### config.mk
export PLATFORM = sky130hd
export DESIGN_NAME = rpc_counter
export DESIGN_NICKNAME = d
export VERILOG_FILES = /design/src/design/rpc_pkg.sv /design/src/design/rpc_counter.sv /design/src/design/rpc_divider.sv
export SDC_FILE = /design/constraint.sdc
export NUM_CORES = 2
export LEC_CHECK = 0
export BUFFER_PORTS_ARGS = -buffer_cell sky130_fd_sc_hd__clkbuf_2
export CAP_MARGIN = 10
export CORE_AREA = 2 2 326 328
export CTS_CLUSTER_SIZE = 10
export DETAILED_ROUTE_END_ITERATION = 16
export DIE_AREA = 0 0 328 330
export PLACE_DENSITY = 0.48
export RECOVER_POWER = 100
export SLEW_MARGIN = 5
export SYNTH_ARGS = -nofsm -noshare
export SYNTH_HDL_FRONTEND = slang
export SYNTH_HIERARCHICAL = 1
export SYNTH_SLANG_ARGS = --single-unit
export TNS_END_PERCENT = 20
### constraint.sdc
create_clock -name sys_clk -period 7.2 [get_ports sys_clk]
set_input_delay 0.72 -clock sys_clk [delete_from_list [all_inputs] [get_ports sys_clk]]
set_output_delay 0.72 -clock sys_clk [all_outputs]
set_load 0.01 [all_outputs]
### src/design/rpc_pkg.sv
// package of the reciprocal period counter: register map, field
// positions, reset values, timing constants, states and carriers.
// assumes a 100 MHz reference clock and a 32-bit apb register bus.
package rpc_pkg;

  // ==========================================================
  // register map (byte addresses)
  localparam logic [7:0] RPC_CTRL_ADDR = 8'h00;
  localparam logic [7:0] RPC_NCYC_ADDR = 8'h04;
  localparam logic [7:0] RPC_STAT_ADDR = 8'h08;
  localparam logic [7:0] RPC_EVT_ADDR = 8'h0C;
  localparam logic [7:0] RPC_TIME_ADDR = 8'h10;
  localparam logic [7:0] RPC_RES_ADDR = 8'h14;

  // ==========================================================
  // control fields
  localparam int RPC_CTRL_START = 0;
  localparam int RPC_CTRL_FREQ = 1;
  localparam int RPC_CTRL_EXT = 2;
  localparam int RPC_CTRL_AUTO = 3;
  localparam logic [3:0] RPC_CTRL_RST = 4'h8;
  localparam logic [31:0] RPC_NCYC_RST = 32'h0000_0001;

  // ==========================================================
  // status fields
  localparam int RPC_STAT_BUSY = 0;
  localparam int RPC_STAT_DONE = 1;
  localparam int RPC_STAT_CONV = 2;
  localparam int RPC_STAT_OVF = 3;
  localparam int RPC_STAT_ARM = 4;

  // ==========================================================
  // timing of the reference clock
  localparam int RPC_CLK_PERIOD_NS = 10;
  localparam int RPC_NS_PER_US = 1000;
  localparam logic [63:0] RPC_CLK_PERIOD_PS = 64'h0000_0000_0000_2710;
  localparam logic [63:0] RPC_CLK_HZ = 64'h0000_0000_05F5_E100;

  // ==========================================================
  // divider geometry
  localparam int RPC_NUM_W = 64;
  localparam int RPC_DEN_W = 32;
  localparam logic [6:0] RPC_DIV_LAST = 7'h3F;

  // ==========================================================
  // measurement sequencer states, gray along the usual path
  typedef enum logic [2:0] {
    RPC_IDLE = 3'b000,
    RPC_ARM = 3'b001,
    RPC_PGATE = 3'b011,
    RPC_CALC = 3'b010,
    RPC_CONV = 3'b110
  } rpc_state_type;

  // request to the divider
  typedef struct packed {
    logic [RPC_NUM_W-1:0] num;
    logic [RPC_DEN_W-1:0] den;
  } rpc_div_req_type;

endpackage

### src/design/rpc_counter.sv
// reciprocal period counter core with apb register access.
// assumes sig_in and arm_req are synchronous to sys_clk.
//
// Summary of operation
// result always derived from a period measurement; after a switch to the conventional gate it comes from a timed count
// frequency is reciprocal of period, no timed count; the conventional gate is a timed count
// separate time and event tallies, combined later
// input edges open and close the main gate
// single period: clocks over exactly one input cycle
// period equals clock count times clock period
// averaging keeps gate open across several cycles
// average period is clock time over cycles
// frequency averaging returns reciprocal of that quotient
// too fast input switches to conventional counting
// conventional gate is a fixed timed interval
// external arm: start on first cycle after arm
// automatic arm: start on first arriving cycle
// pending arm held until gate opens, then cleared
//
// Our own choices: the register offsets and register access over APB.
`timescale 1ns/1ns
module rpc_counter #(
  parameter int gate_us = 1000, // conventional gate length in us
  parameter int min_clk_per_cyc = 2 // below this, input is too fast
) (
  input wire logic sys_clk, // 100 MHz reference clock
  input wire logic rstn, // async reset, active low
  input wire logic psel, // apb select
  input wire logic penable, // apb access phase
  input wire logic pwrite, // apb direction
  input wire logic [7:0] paddr, // apb byte address
  input wire logic [31:0] pwdata, // apb write data
  output logic [31:0] prdata, // apb read data
  output logic pready, // apb ready, always high
  output logic pslverr, // apb error on unmapped address
  input wire logic sig_in, // measured signal
  input wire logic arm_req, // external arm pulse
  output logic gate_open // main gate level
);
  import rpc_pkg::*;

  localparam int gate_cyc = gate_us * RPC_NS_PER_US / RPC_CLK_PERIOD_NS;

  // ==========================================================
  // elaboration checks
  initial begin
    if (gate_cyc < 1) $error("gate_us too small");
    if (min_clk_per_cyc < 1) $error("min_clk_per_cyc must be >= 1");
  end

  rpc_state_type state;
  logic [3:0] ctrl;
  logic [31:0] ncyc;
  logic [31:0] events;
  logic [31:0] ticks;
  logic [31:0] result;
  logic done_flag;
  logic conv_used;
  logic ovf;
  logic arm_pend;
  logic sig_q;
  logic edge_in;
  logic armed;
  logic wr_en;
  logic start_req;
  logic fast;
  logic div_start;
  logic div_done;
  logic [RPC_NUM_W-1:0] div_quot;
  rpc_div_req_type div_req;

  // ==========================================================
  // input edge detection and arming qualification
  always_ff @(posedge sys_clk or negedge rstn) begin
    if (!rstn) begin
      sig_q <= 1'b0;
    end else begin
      sig_q <= sig_in;
    end
  end

  assign edge_in = sig_in && !sig_q;
  // pending arm is registered so an edge in the arm cycle itself
  // does not count as the first cycle after arming
  assign armed = ctrl[RPC_CTRL_EXT] ? arm_pend : 1'b1;
  assign wr_en = psel && penable && pwrite;
  assign start_req = wr_en && (paddr == RPC_CTRL_ADDR) &&
                     pwdata[RPC_CTRL_START];
  // fewer clocks than min_clk_per_cyc per input cycle: too fast
  assign fast = ({32'h0, ticks} <
                 ({32'h0, events} * 64'(min_clk_per_cyc)));

  // ==========================================================
  // arm request latch; a new request wins over the clear
  always_ff @(posedge sys_clk or negedge rstn) begin
    if (!rstn) begin
      arm_pend <= 1'b0;
    end else if (arm_req) begin
      arm_pend <= 1'b1;
    end else if (state == RPC_ARM && edge_in && ctrl[RPC_CTRL_EXT]) begin
      arm_pend <= 1'b0;
    end
  end

  // ==========================================================
  // measurement sequencer
  always_ff @(posedge sys_clk or negedge rstn) begin
    if (!rstn) begin
      state <= RPC_IDLE;
    end else begin
      case (state)
        RPC_IDLE: begin
          if (start_req) begin
            state <= RPC_ARM;
          end
        end
        RPC_ARM: begin
          if (edge_in && armed) begin
            state <= RPC_PGATE;
          end
        end
        RPC_PGATE: begin
          if (edge_in && events + 32'h1 >= ncyc) begin
            state <= RPC_CALC;
          end
        end
        RPC_CALC: begin
          if (div_start && fast && ctrl[RPC_CTRL_AUTO] && !conv_used) begin
            state <= RPC_CONV;
          end else if (div_done) begin
            state <= RPC_IDLE;
          end
        end
        RPC_CONV: begin
          if (ticks == 32'(gate_cyc)) begin
            state <= RPC_CALC;
          end
        end
        default: begin
          state <= RPC_IDLE;
        end
      endcase
    end
  end

  // ==========================================================
  // time and event tallies, both running while the gate is open
  always_ff @(posedge sys_clk or negedge rstn) begin
    if (!rstn) begin
      ticks <= '0;
      events <= '0;
    end else if (state == RPC_IDLE && start_req) begin
      ticks <= '0;
      events <= '0;
    end else if (state == RPC_ARM && edge_in && armed) begin
      ticks <= '0;
      events <= '0;
    end else if (state == RPC_PGATE) begin
      ticks <= ticks + 32'h1;
      if (edge_in) begin
        events <= events + 32'h1;
      end
    end else if (state == RPC_CALC && div_start && fast &&
                 ctrl[RPC_CTRL_AUTO] && !conv_used) begin
      ticks <= '0; // gate opens at an arbitrary moment
      events <= '0;
    end else if (state == RPC_CONV && ticks != 32'(gate_cyc)) begin
      ticks <= ticks + 32'h1;
      if (edge_in) begin
        events <= events + 32'h1;
      end
    end
  end

  // main gate output follows the sequencer
  always_ff @(posedge sys_clk or negedge rstn) begin
    if (!rstn) begin
      gate_open <= 1'b0;
    end else begin
      gate_open <= (state == RPC_PGATE && !(edge_in &&
                    events + 32'h1 >= ncyc)) ||
                   (state == RPC_ARM && edge_in && armed) ||
                   (state == RPC_CONV && ticks != 32'(gate_cyc));
    end
  end

  // ==========================================================
  // divider request: period in ps or frequency in hz
  always_ff @(posedge sys_clk or negedge rstn) begin
    if (!rstn) begin
      div_start <= 1'b0;
    end else begin
      div_start <= ((state == RPC_PGATE && edge_in &&
                     events + 32'h1 >= ncyc) ||
                    (state == RPC_CONV && ticks == 32'(gate_cyc)));
    end
  end

  always_comb begin
    if (ctrl[RPC_CTRL_FREQ]) begin
      div_req.num = {32'h0, events} * RPC_CLK_HZ;
      div_req.den = ticks;
    end else begin
      div_req.num = {32'h0, ticks} * RPC_CLK_PERIOD_PS;
      div_req.den = events;
    end
  end

  rpc_divider rpc_divider_i (
    .sys_clk(sys_clk),
    .rstn(rstn),
    .start(div_start && !(fast && ctrl[RPC_CTRL_AUTO] && !conv_used)),
    .req(div_req),
    .busy(),
    .done(div_done),
    .quot(div_quot)
  );

  // ==========================================================
  // result capture; overflow saturates rather than wrapping
  always_ff @(posedge sys_clk or negedge rstn) begin
    if (!rstn) begin
      result <= '0;
      ovf <= 1'b0;
    end else if (div_done) begin
      result <= (|div_quot[RPC_NUM_W-1:RPC_DEN_W]) ? 32'hFFFF_FFFF :
                div_quot[RPC_DEN_W-1:0];
      ovf <= (|div_quot[RPC_NUM_W-1:RPC_DEN_W]) || (div_req.den == 32'h0);
    end
  end

  // mode flag: set when the conventional gate is taken
  always_ff @(posedge sys_clk or negedge rstn) begin
    if (!rstn) begin
      conv_used <= 1'b0;
    end else if (state == RPC_IDLE && start_req) begin
      conv_used <= 1'b0;
    end else if (state == RPC_CONV) begin
      conv_used <= 1'b1;
    end
  end

  // done is sticky; completion wins over a write-one clear
  always_ff @(posedge sys_clk or negedge rstn) begin
    if (!rstn) begin
      done_flag <= 1'b0;
    end else if (div_done) begin
      done_flag <= 1'b1;
    end else if (wr_en && paddr == RPC_STAT_ADDR &&
                 pwdata[RPC_STAT_DONE]) begin
      done_flag <= 1'b0;
    end
  end

  // ==========================================================
  // software registers; start bit is a pulse and is not stored
  always_ff @(posedge sys_clk or negedge rstn) begin
    if (!rstn) begin
      ctrl <= RPC_CTRL_RST;
      ncyc <= RPC_NCYC_RST;
    end else if (wr_en && state == RPC_IDLE) begin
      if (paddr == RPC_CTRL_ADDR) begin
        ctrl <= {pwdata[RPC_CTRL_AUTO:RPC_CTRL_FREQ], 1'b0};
      end else if (paddr == RPC_NCYC_ADDR) begin
        ncyc <= (pwdata == 32'h0) ? RPC_NCYC_RST : pwdata;
      end
    end
  end

  // ==========================================================
  // apb read path, registered during the setup phase
  always_ff @(posedge sys_clk or negedge rstn) begin
    if (!rstn) begin
      prdata <= '0;
      pslverr <= 1'b0;
    end else if (psel && !penable) begin
      pslverr <= 1'b0;
      prdata <= '0;
      if (paddr == RPC_CTRL_ADDR) begin
        prdata <= {28'h0, ctrl};
      end else if (paddr == RPC_NCYC_ADDR) begin
        prdata <= ncyc;
      end else if (paddr == RPC_STAT_ADDR) begin
        prdata <= {27'h0, arm_pend, ovf, conv_used, done_flag,
                   state != RPC_IDLE};
      end else if (paddr == RPC_EVT_ADDR) begin
        prdata <= events;
      end else if (paddr == RPC_TIME_ADDR) begin
        prdata <= ticks;
      end else if (paddr == RPC_RES_ADDR) begin
        prdata <= result;
      end else begin
        pslverr <= 1'b1;
      end
    end
  end

  assign pready = 1'b1; // zero wait states

  // ==========================================================
  // assertions
  property p_arm_clear;
    @(posedge sys_clk) disable iff (!rstn)
    (state == RPC_ARM && edge_in && ctrl[RPC_CTRL_EXT] && arm_pend &&
     !arm_req) |=> !arm_pend;
  endproperty
  a_arm_clear: assert property (p_arm_clear)
    else $error("pending arm not cleared at gate open");

  property p_ext_wait;
    @(posedge sys_clk) disable iff (!rstn)
    (state == RPC_ARM && ctrl[RPC_CTRL_EXT] && !arm_pend) |=>
    state != RPC_PGATE;
  endproperty
  a_ext_wait: assert property (p_ext_wait)
    else $error("gate opened without arm");

  property p_auto_arm;
    @(posedge sys_clk) disable iff (!rstn)
    (state == RPC_ARM && edge_in && !ctrl[RPC_CTRL_EXT]) |=>
    (state == RPC_PGATE && gate_open);
  endproperty
  a_auto_arm: assert property (p_auto_arm)
    else $error("auto arm missed first cycle");

  property p_open_edge;
    @(posedge sys_clk) disable iff (!rstn)
    (state == RPC_PGATE && $past(state) == RPC_ARM) |-> $past(edge_in);
  endproperty
  a_open_edge: assert property (p_open_edge)
    else $error("gate opened without input edge");

  property p_close_count;
    @(posedge sys_clk) disable iff (!rstn)
    (state == RPC_PGATE ##1 state == RPC_CALC) |-> events == ncyc;
  endproperty
  a_close_count: assert property (p_close_count)
    else $error("gate closed at wrong cycle count");

  property p_tick_run;
    @(posedge sys_clk) disable iff (!rstn)
    (state == RPC_PGATE ##1 state == RPC_PGATE) |->
    ticks == $past(ticks) + 32'h1;
  endproperty
  a_tick_run: assert property (p_tick_run)
    else $error("time tally not running with gate");

  property p_conv_len;
    @(posedge sys_clk) disable iff (!rstn)
    (state == RPC_CONV ##1 state == RPC_CALC) |->
    ticks == 32'(gate_cyc);
  endproperty
  a_conv_len: assert property (p_conv_len)
    else $error("conventional gate length wrong");

  property p_switch;
    @(posedge sys_clk) disable iff (!rstn)
    (state == RPC_CALC && div_start && fast && ctrl[RPC_CTRL_AUTO] &&
     !conv_used) |=> state == RPC_CONV;
  endproperty
  a_switch: assert property (p_switch)
    else $error("fast input did not switch mode");

  property p_freq_num;
    @(posedge sys_clk) disable iff (!rstn)
    (div_start && ctrl[RPC_CTRL_FREQ]) |->
    (div_req.den == ticks && div_req.num == {32'h0, events} * RPC_CLK_HZ);
  endproperty
  a_freq_num: assert property (p_freq_num)
    else $error("frequency quotient operands wrong");

endmodule

### src/design/rpc_divider.sv
// restoring divider used to form period and frequency quotients.
// assumes a start pulse only while idle; one quotient bit per clock.
`timescale 1ns/1ns
module rpc_divider (
  input wire logic sys_clk, // reference clock
  input wire logic rstn, // async reset, active low
  input wire logic start, // one-cycle start pulse
  input wire rpc_pkg::rpc_div_req_type req, // dividend and divisor
  output logic busy, // division in progress
  output logic done, // one-cycle pulse, quot valid
  output logic [rpc_pkg::RPC_NUM_W-1:0] quot // quotient
);
  import rpc_pkg::*;

  logic [RPC_DEN_W:0] rem;
  logic [RPC_DEN_W-1:0] den;
  logic [6:0] cnt;
  logic [RPC_DEN_W:0] shifted;

  // partial remainder with next dividend bit brought down
  assign shifted = {rem[RPC_DEN_W-1:0], quot[RPC_NUM_W-1]};

  // ==========================================================
  // iteration; a zero divisor yields all ones, flagged by caller
  always_ff @(posedge sys_clk or negedge rstn) begin
    if (!rstn) begin
      rem <= '0;
      den <= '0;
      quot <= '0;
      cnt <= '0;
      busy <= 1'b0;
      done <= 1'b0;
    end else begin
      done <= 1'b0;
      if (start && !busy) begin
        rem <= '0;
        den <= req.den;
        quot <= req.num;
        cnt <= '0;
        busy <= 1'b1;
      end else if (busy) begin
        if (shifted >= {1'b0, den}) begin
          rem <= shifted - {1'b0, den};
          quot <= {quot[RPC_NUM_W-2:0], 1'b1};
        end else begin
          rem <= shifted;
          quot <= {quot[RPC_NUM_W-2:0], 1'b0};
        end
        cnt <= cnt + 7'h01;
        if (cnt == RPC_DIV_LAST) begin
          busy <= 1'b0;
          done <= 1'b1;
        end
      end
    end
  end

endmodule

==> impl_metrics.py <==
metrics = {
    "die": {
        "die-area_um2": 108000,
        "rows": 119,
        "die_w_um": 328,
        "die_height_um": 330,
        "coreArea_um2": 105000,
        "start_util": 0.347,
        "ios": 82,
    },
    "global_routing": {
        "grt_first_pass_wirelength_um": 189000,
        "grt_usage": 0.231,
        "overflow": 0,
        "grt_max_degree": 134,
        "antenna_found_initial": 1,
        "grt_pass1_vias": 28600,
    },
    "routing": {
        "routedWlPerCell_um": 22.3,
        "drtAntennaViolNets": 0,
        "dr.pass1.iters": 8,
        "routed-wl-met2_um": 54400,
        "vias": 28400,
        "wl_met1_um": 58900,
        "drc_errors": 0,
        "drt_iter0_markers": 2097,
        "viasPerCell": 5.17,
        "wl_met3_um": 5170,
        "highest_layer": "met5",
        "drt_wl_total_um": 122000,
    },
    "worst_setup_path": {
        "crit_fanout": 7,
        "crit_arrival_ns": 7.41,
        "path_class": "register to register",
        "endpoint_kind": "register",
        "cp.required_ns": 7.70,
        "cp-start-kind": "register",
    },
    "yosys": {
        "yosysWarnings": 6,
        "synth_ff_type": "dfrtp_1",
        "synth_cells": 3985,
        "synth-edff-count": 0,
        "yosys_register_bits": 311,
        "synth_area_leader_cell": "dfrtp_1",
        "synth_top_area_share": 0.213,
        "synth.distinct_cells": 97,
        "synthArstFlopShare": 1.00,
        "synth_area_leaders": "dfrtp_1, fa_1, ha_1",
        "synthesis.area_um2": 36300,
        "syn_avg_cell_area_um2": 9.12,
        "yosysSeqAreaShare": 0.214,
    },
    "placement": {
        "routabilityCongestion": 0.929,
        "dpl.hpwl_um": 100000,
        "pre_cts_ws_ns": 0.359,
        "portBuffers": 80,
    },
    "cts": {
        "clock_path_buffers": 3,
        "clkSinkCount": 311,
        "clkSlewWorstSetupHoldPaths_ns": 0.06,
        "cts_htree_levels": 2,
        "cts_inserted_buffers": 42,
        "clockRootBuffer": "clkbuf_16",
        "cts_tree": "done",
        "clkLatencyLatePin_ns": 0.60,
        "hold_buffers": 0,
    },
    "min_path": {
        "min-delay-path-class": "input port to register",
    },
    "final_layout": {
        "final_core_util": 0.383,
        "final_common_cell": "inv_1",
        "nets": 4962,
        "drive_above_1_share": 0.0619,
        "nFillCells": 10700,
        "area_delta_synth_final_pct": 10.2,
        "layout_common_cells": "inv_1, ha_1, fa_1",
    },
    "sta": {
        "fin_worst_skew_ns": 0.0253,
        "period_needed_ns": 6.91,
        "timing.final.ws_setup_ns": 0.287,
        "slew_violations": 441,
        "post-route-period-util": 0.960,
        "rsz0062_at_grt": "true",
        "fmax_mhz": 145,
        "setup_viol": 0,
        "slew_headroom": -1.41,
        "worst_slew_pin_slew_ns": 3.61,
        "hold_violations": 0,
        "fin_setup_tns_ns": 0,
    },
    "status": {
        "status": "complete, but fails checks",
        "violations": "max-capacitance violations, max-slew violations",
    },
    "job": {
        "cap_viol_max_count": 11,
    },
}
worst paths after layout:
kind                                       from  cells after the start  slack [ns]                endpoint
max                                   events[5]                     22        0.29  rpc_divider_i/quot[58]
min                                      sig_in                      1        0.35                   sig_q
max reg2reg                           events[5]                     22        0.29  rpc_divider_i/quot[58]
min reg2reg                rpc_divider_i/cnt[6]                      1        0.47      rpc_divider_i/done
max in group asynchronous                  rstn                      2        1.28  rpc_divider_i/quot[43]
min in group asynchronous                  rstn                      1        1.13                arm_pend
critical path, cell delays in order, from the launching register on:
cell and delay [ns]:
dfrtp_1 0.37, inv_1 0.31, fa_1 0.50, fa_1 0.53
inv_1 0.08, fa_1 0.53, fa_1 0.53, fa_1 0.57
inv_1 0.06, fa_1 0.55, inv_1 0.05, ha_1 0.35
a21oi_1 0.26, o21bai_1 0.10, a31o_1 0.25, a211oi_2 0.34
a21oi_2 0.14, a2111oi_4 0.46, nor4b_1 0.11, or3_1 0.31
a21oi_1 0.14, mux2i_1 0.08, o21ai_0 0.17
cells in the mapped netlist (68+ instances only):
cell / instances
fa_1: 352
inv_1: 751
xnor2_1: 123
mux2i_1: 76
dfrtp_1: 309
a21o_1: 97
o21ai_0: 288
a22o_1: 71
nand2_1: 328
a21oi_1: 154
xor2_1: 68
clkbuf_1: 95
nor2_1: 173
ha_1: 484
per-layer routing:
| metal | global-route usage | vias up |
|---|---|---|
| li1 | - | 13500 |
| met1 | 0.336 | 14200 |
| met2 | 0.359 | 606 |
| met3 | 0.0277 | 156 |
| met4 | 0.0658 | 2 |
| met5 | 0 | - |
cells by family after synthesis:
family	share of synthesized area
buffers and inverters	0.0933
AOI/OAI and AO/OA	0.156
adders and majority gates	0.361
and+or+nand+nor	0.105
DFF	0.214
xor gates and xnor gates	0.0460
muxes	0.0243
other	0.000207
stage by stage:
step | cells | cell area [um2] | hold WS (ns)
after global placement | 5426 | 38800 | 0.462
final | 5499 | 40100 | 0.347
after floorplan | 3993 | 36400 | 0.423
after detailed placement | 5426 | 38800 | 0.467
after CTS | 5497 | 40200 | 0.0445
after global routing | 5497 | 40100 | 0.335
registers in the layout, summed over array words and instances (netlist names), 3 cells and up:
signal / count
state: 3
ctrl: 3
rpc_divider_i/cnt: 7
ticks: 32
rpc_divider_i/quot: 64
ncyc: 32
rpc_divider_i/rem: 32
prdata: 32
rpc_divider_i/den: 32
result: 32
events: 32
cell type report:
class	count	area, um2	share of cell area
inverter	751	2820	0.0704
clock buffer	60	1220	0.0305
timing repair buffer	180	1090	0.0273
antenna	2	5.00	0.000125
sequential	311	7790	0.195
multi-input combinational	2793	25200	0.629
tap	1391	1740	0.0434
clock inverter	11	184	0.00459
what timing repair did:
action / 4_1_cts / 5_1_grt
endpoints found under the setup margin: 0 / 5
resized for setup: 0 / 2
setup buffers: 0 / 0
Power is not shown: default switching activity piles up to over one toggle a cycle in this logic, so the estimate is an artifact.
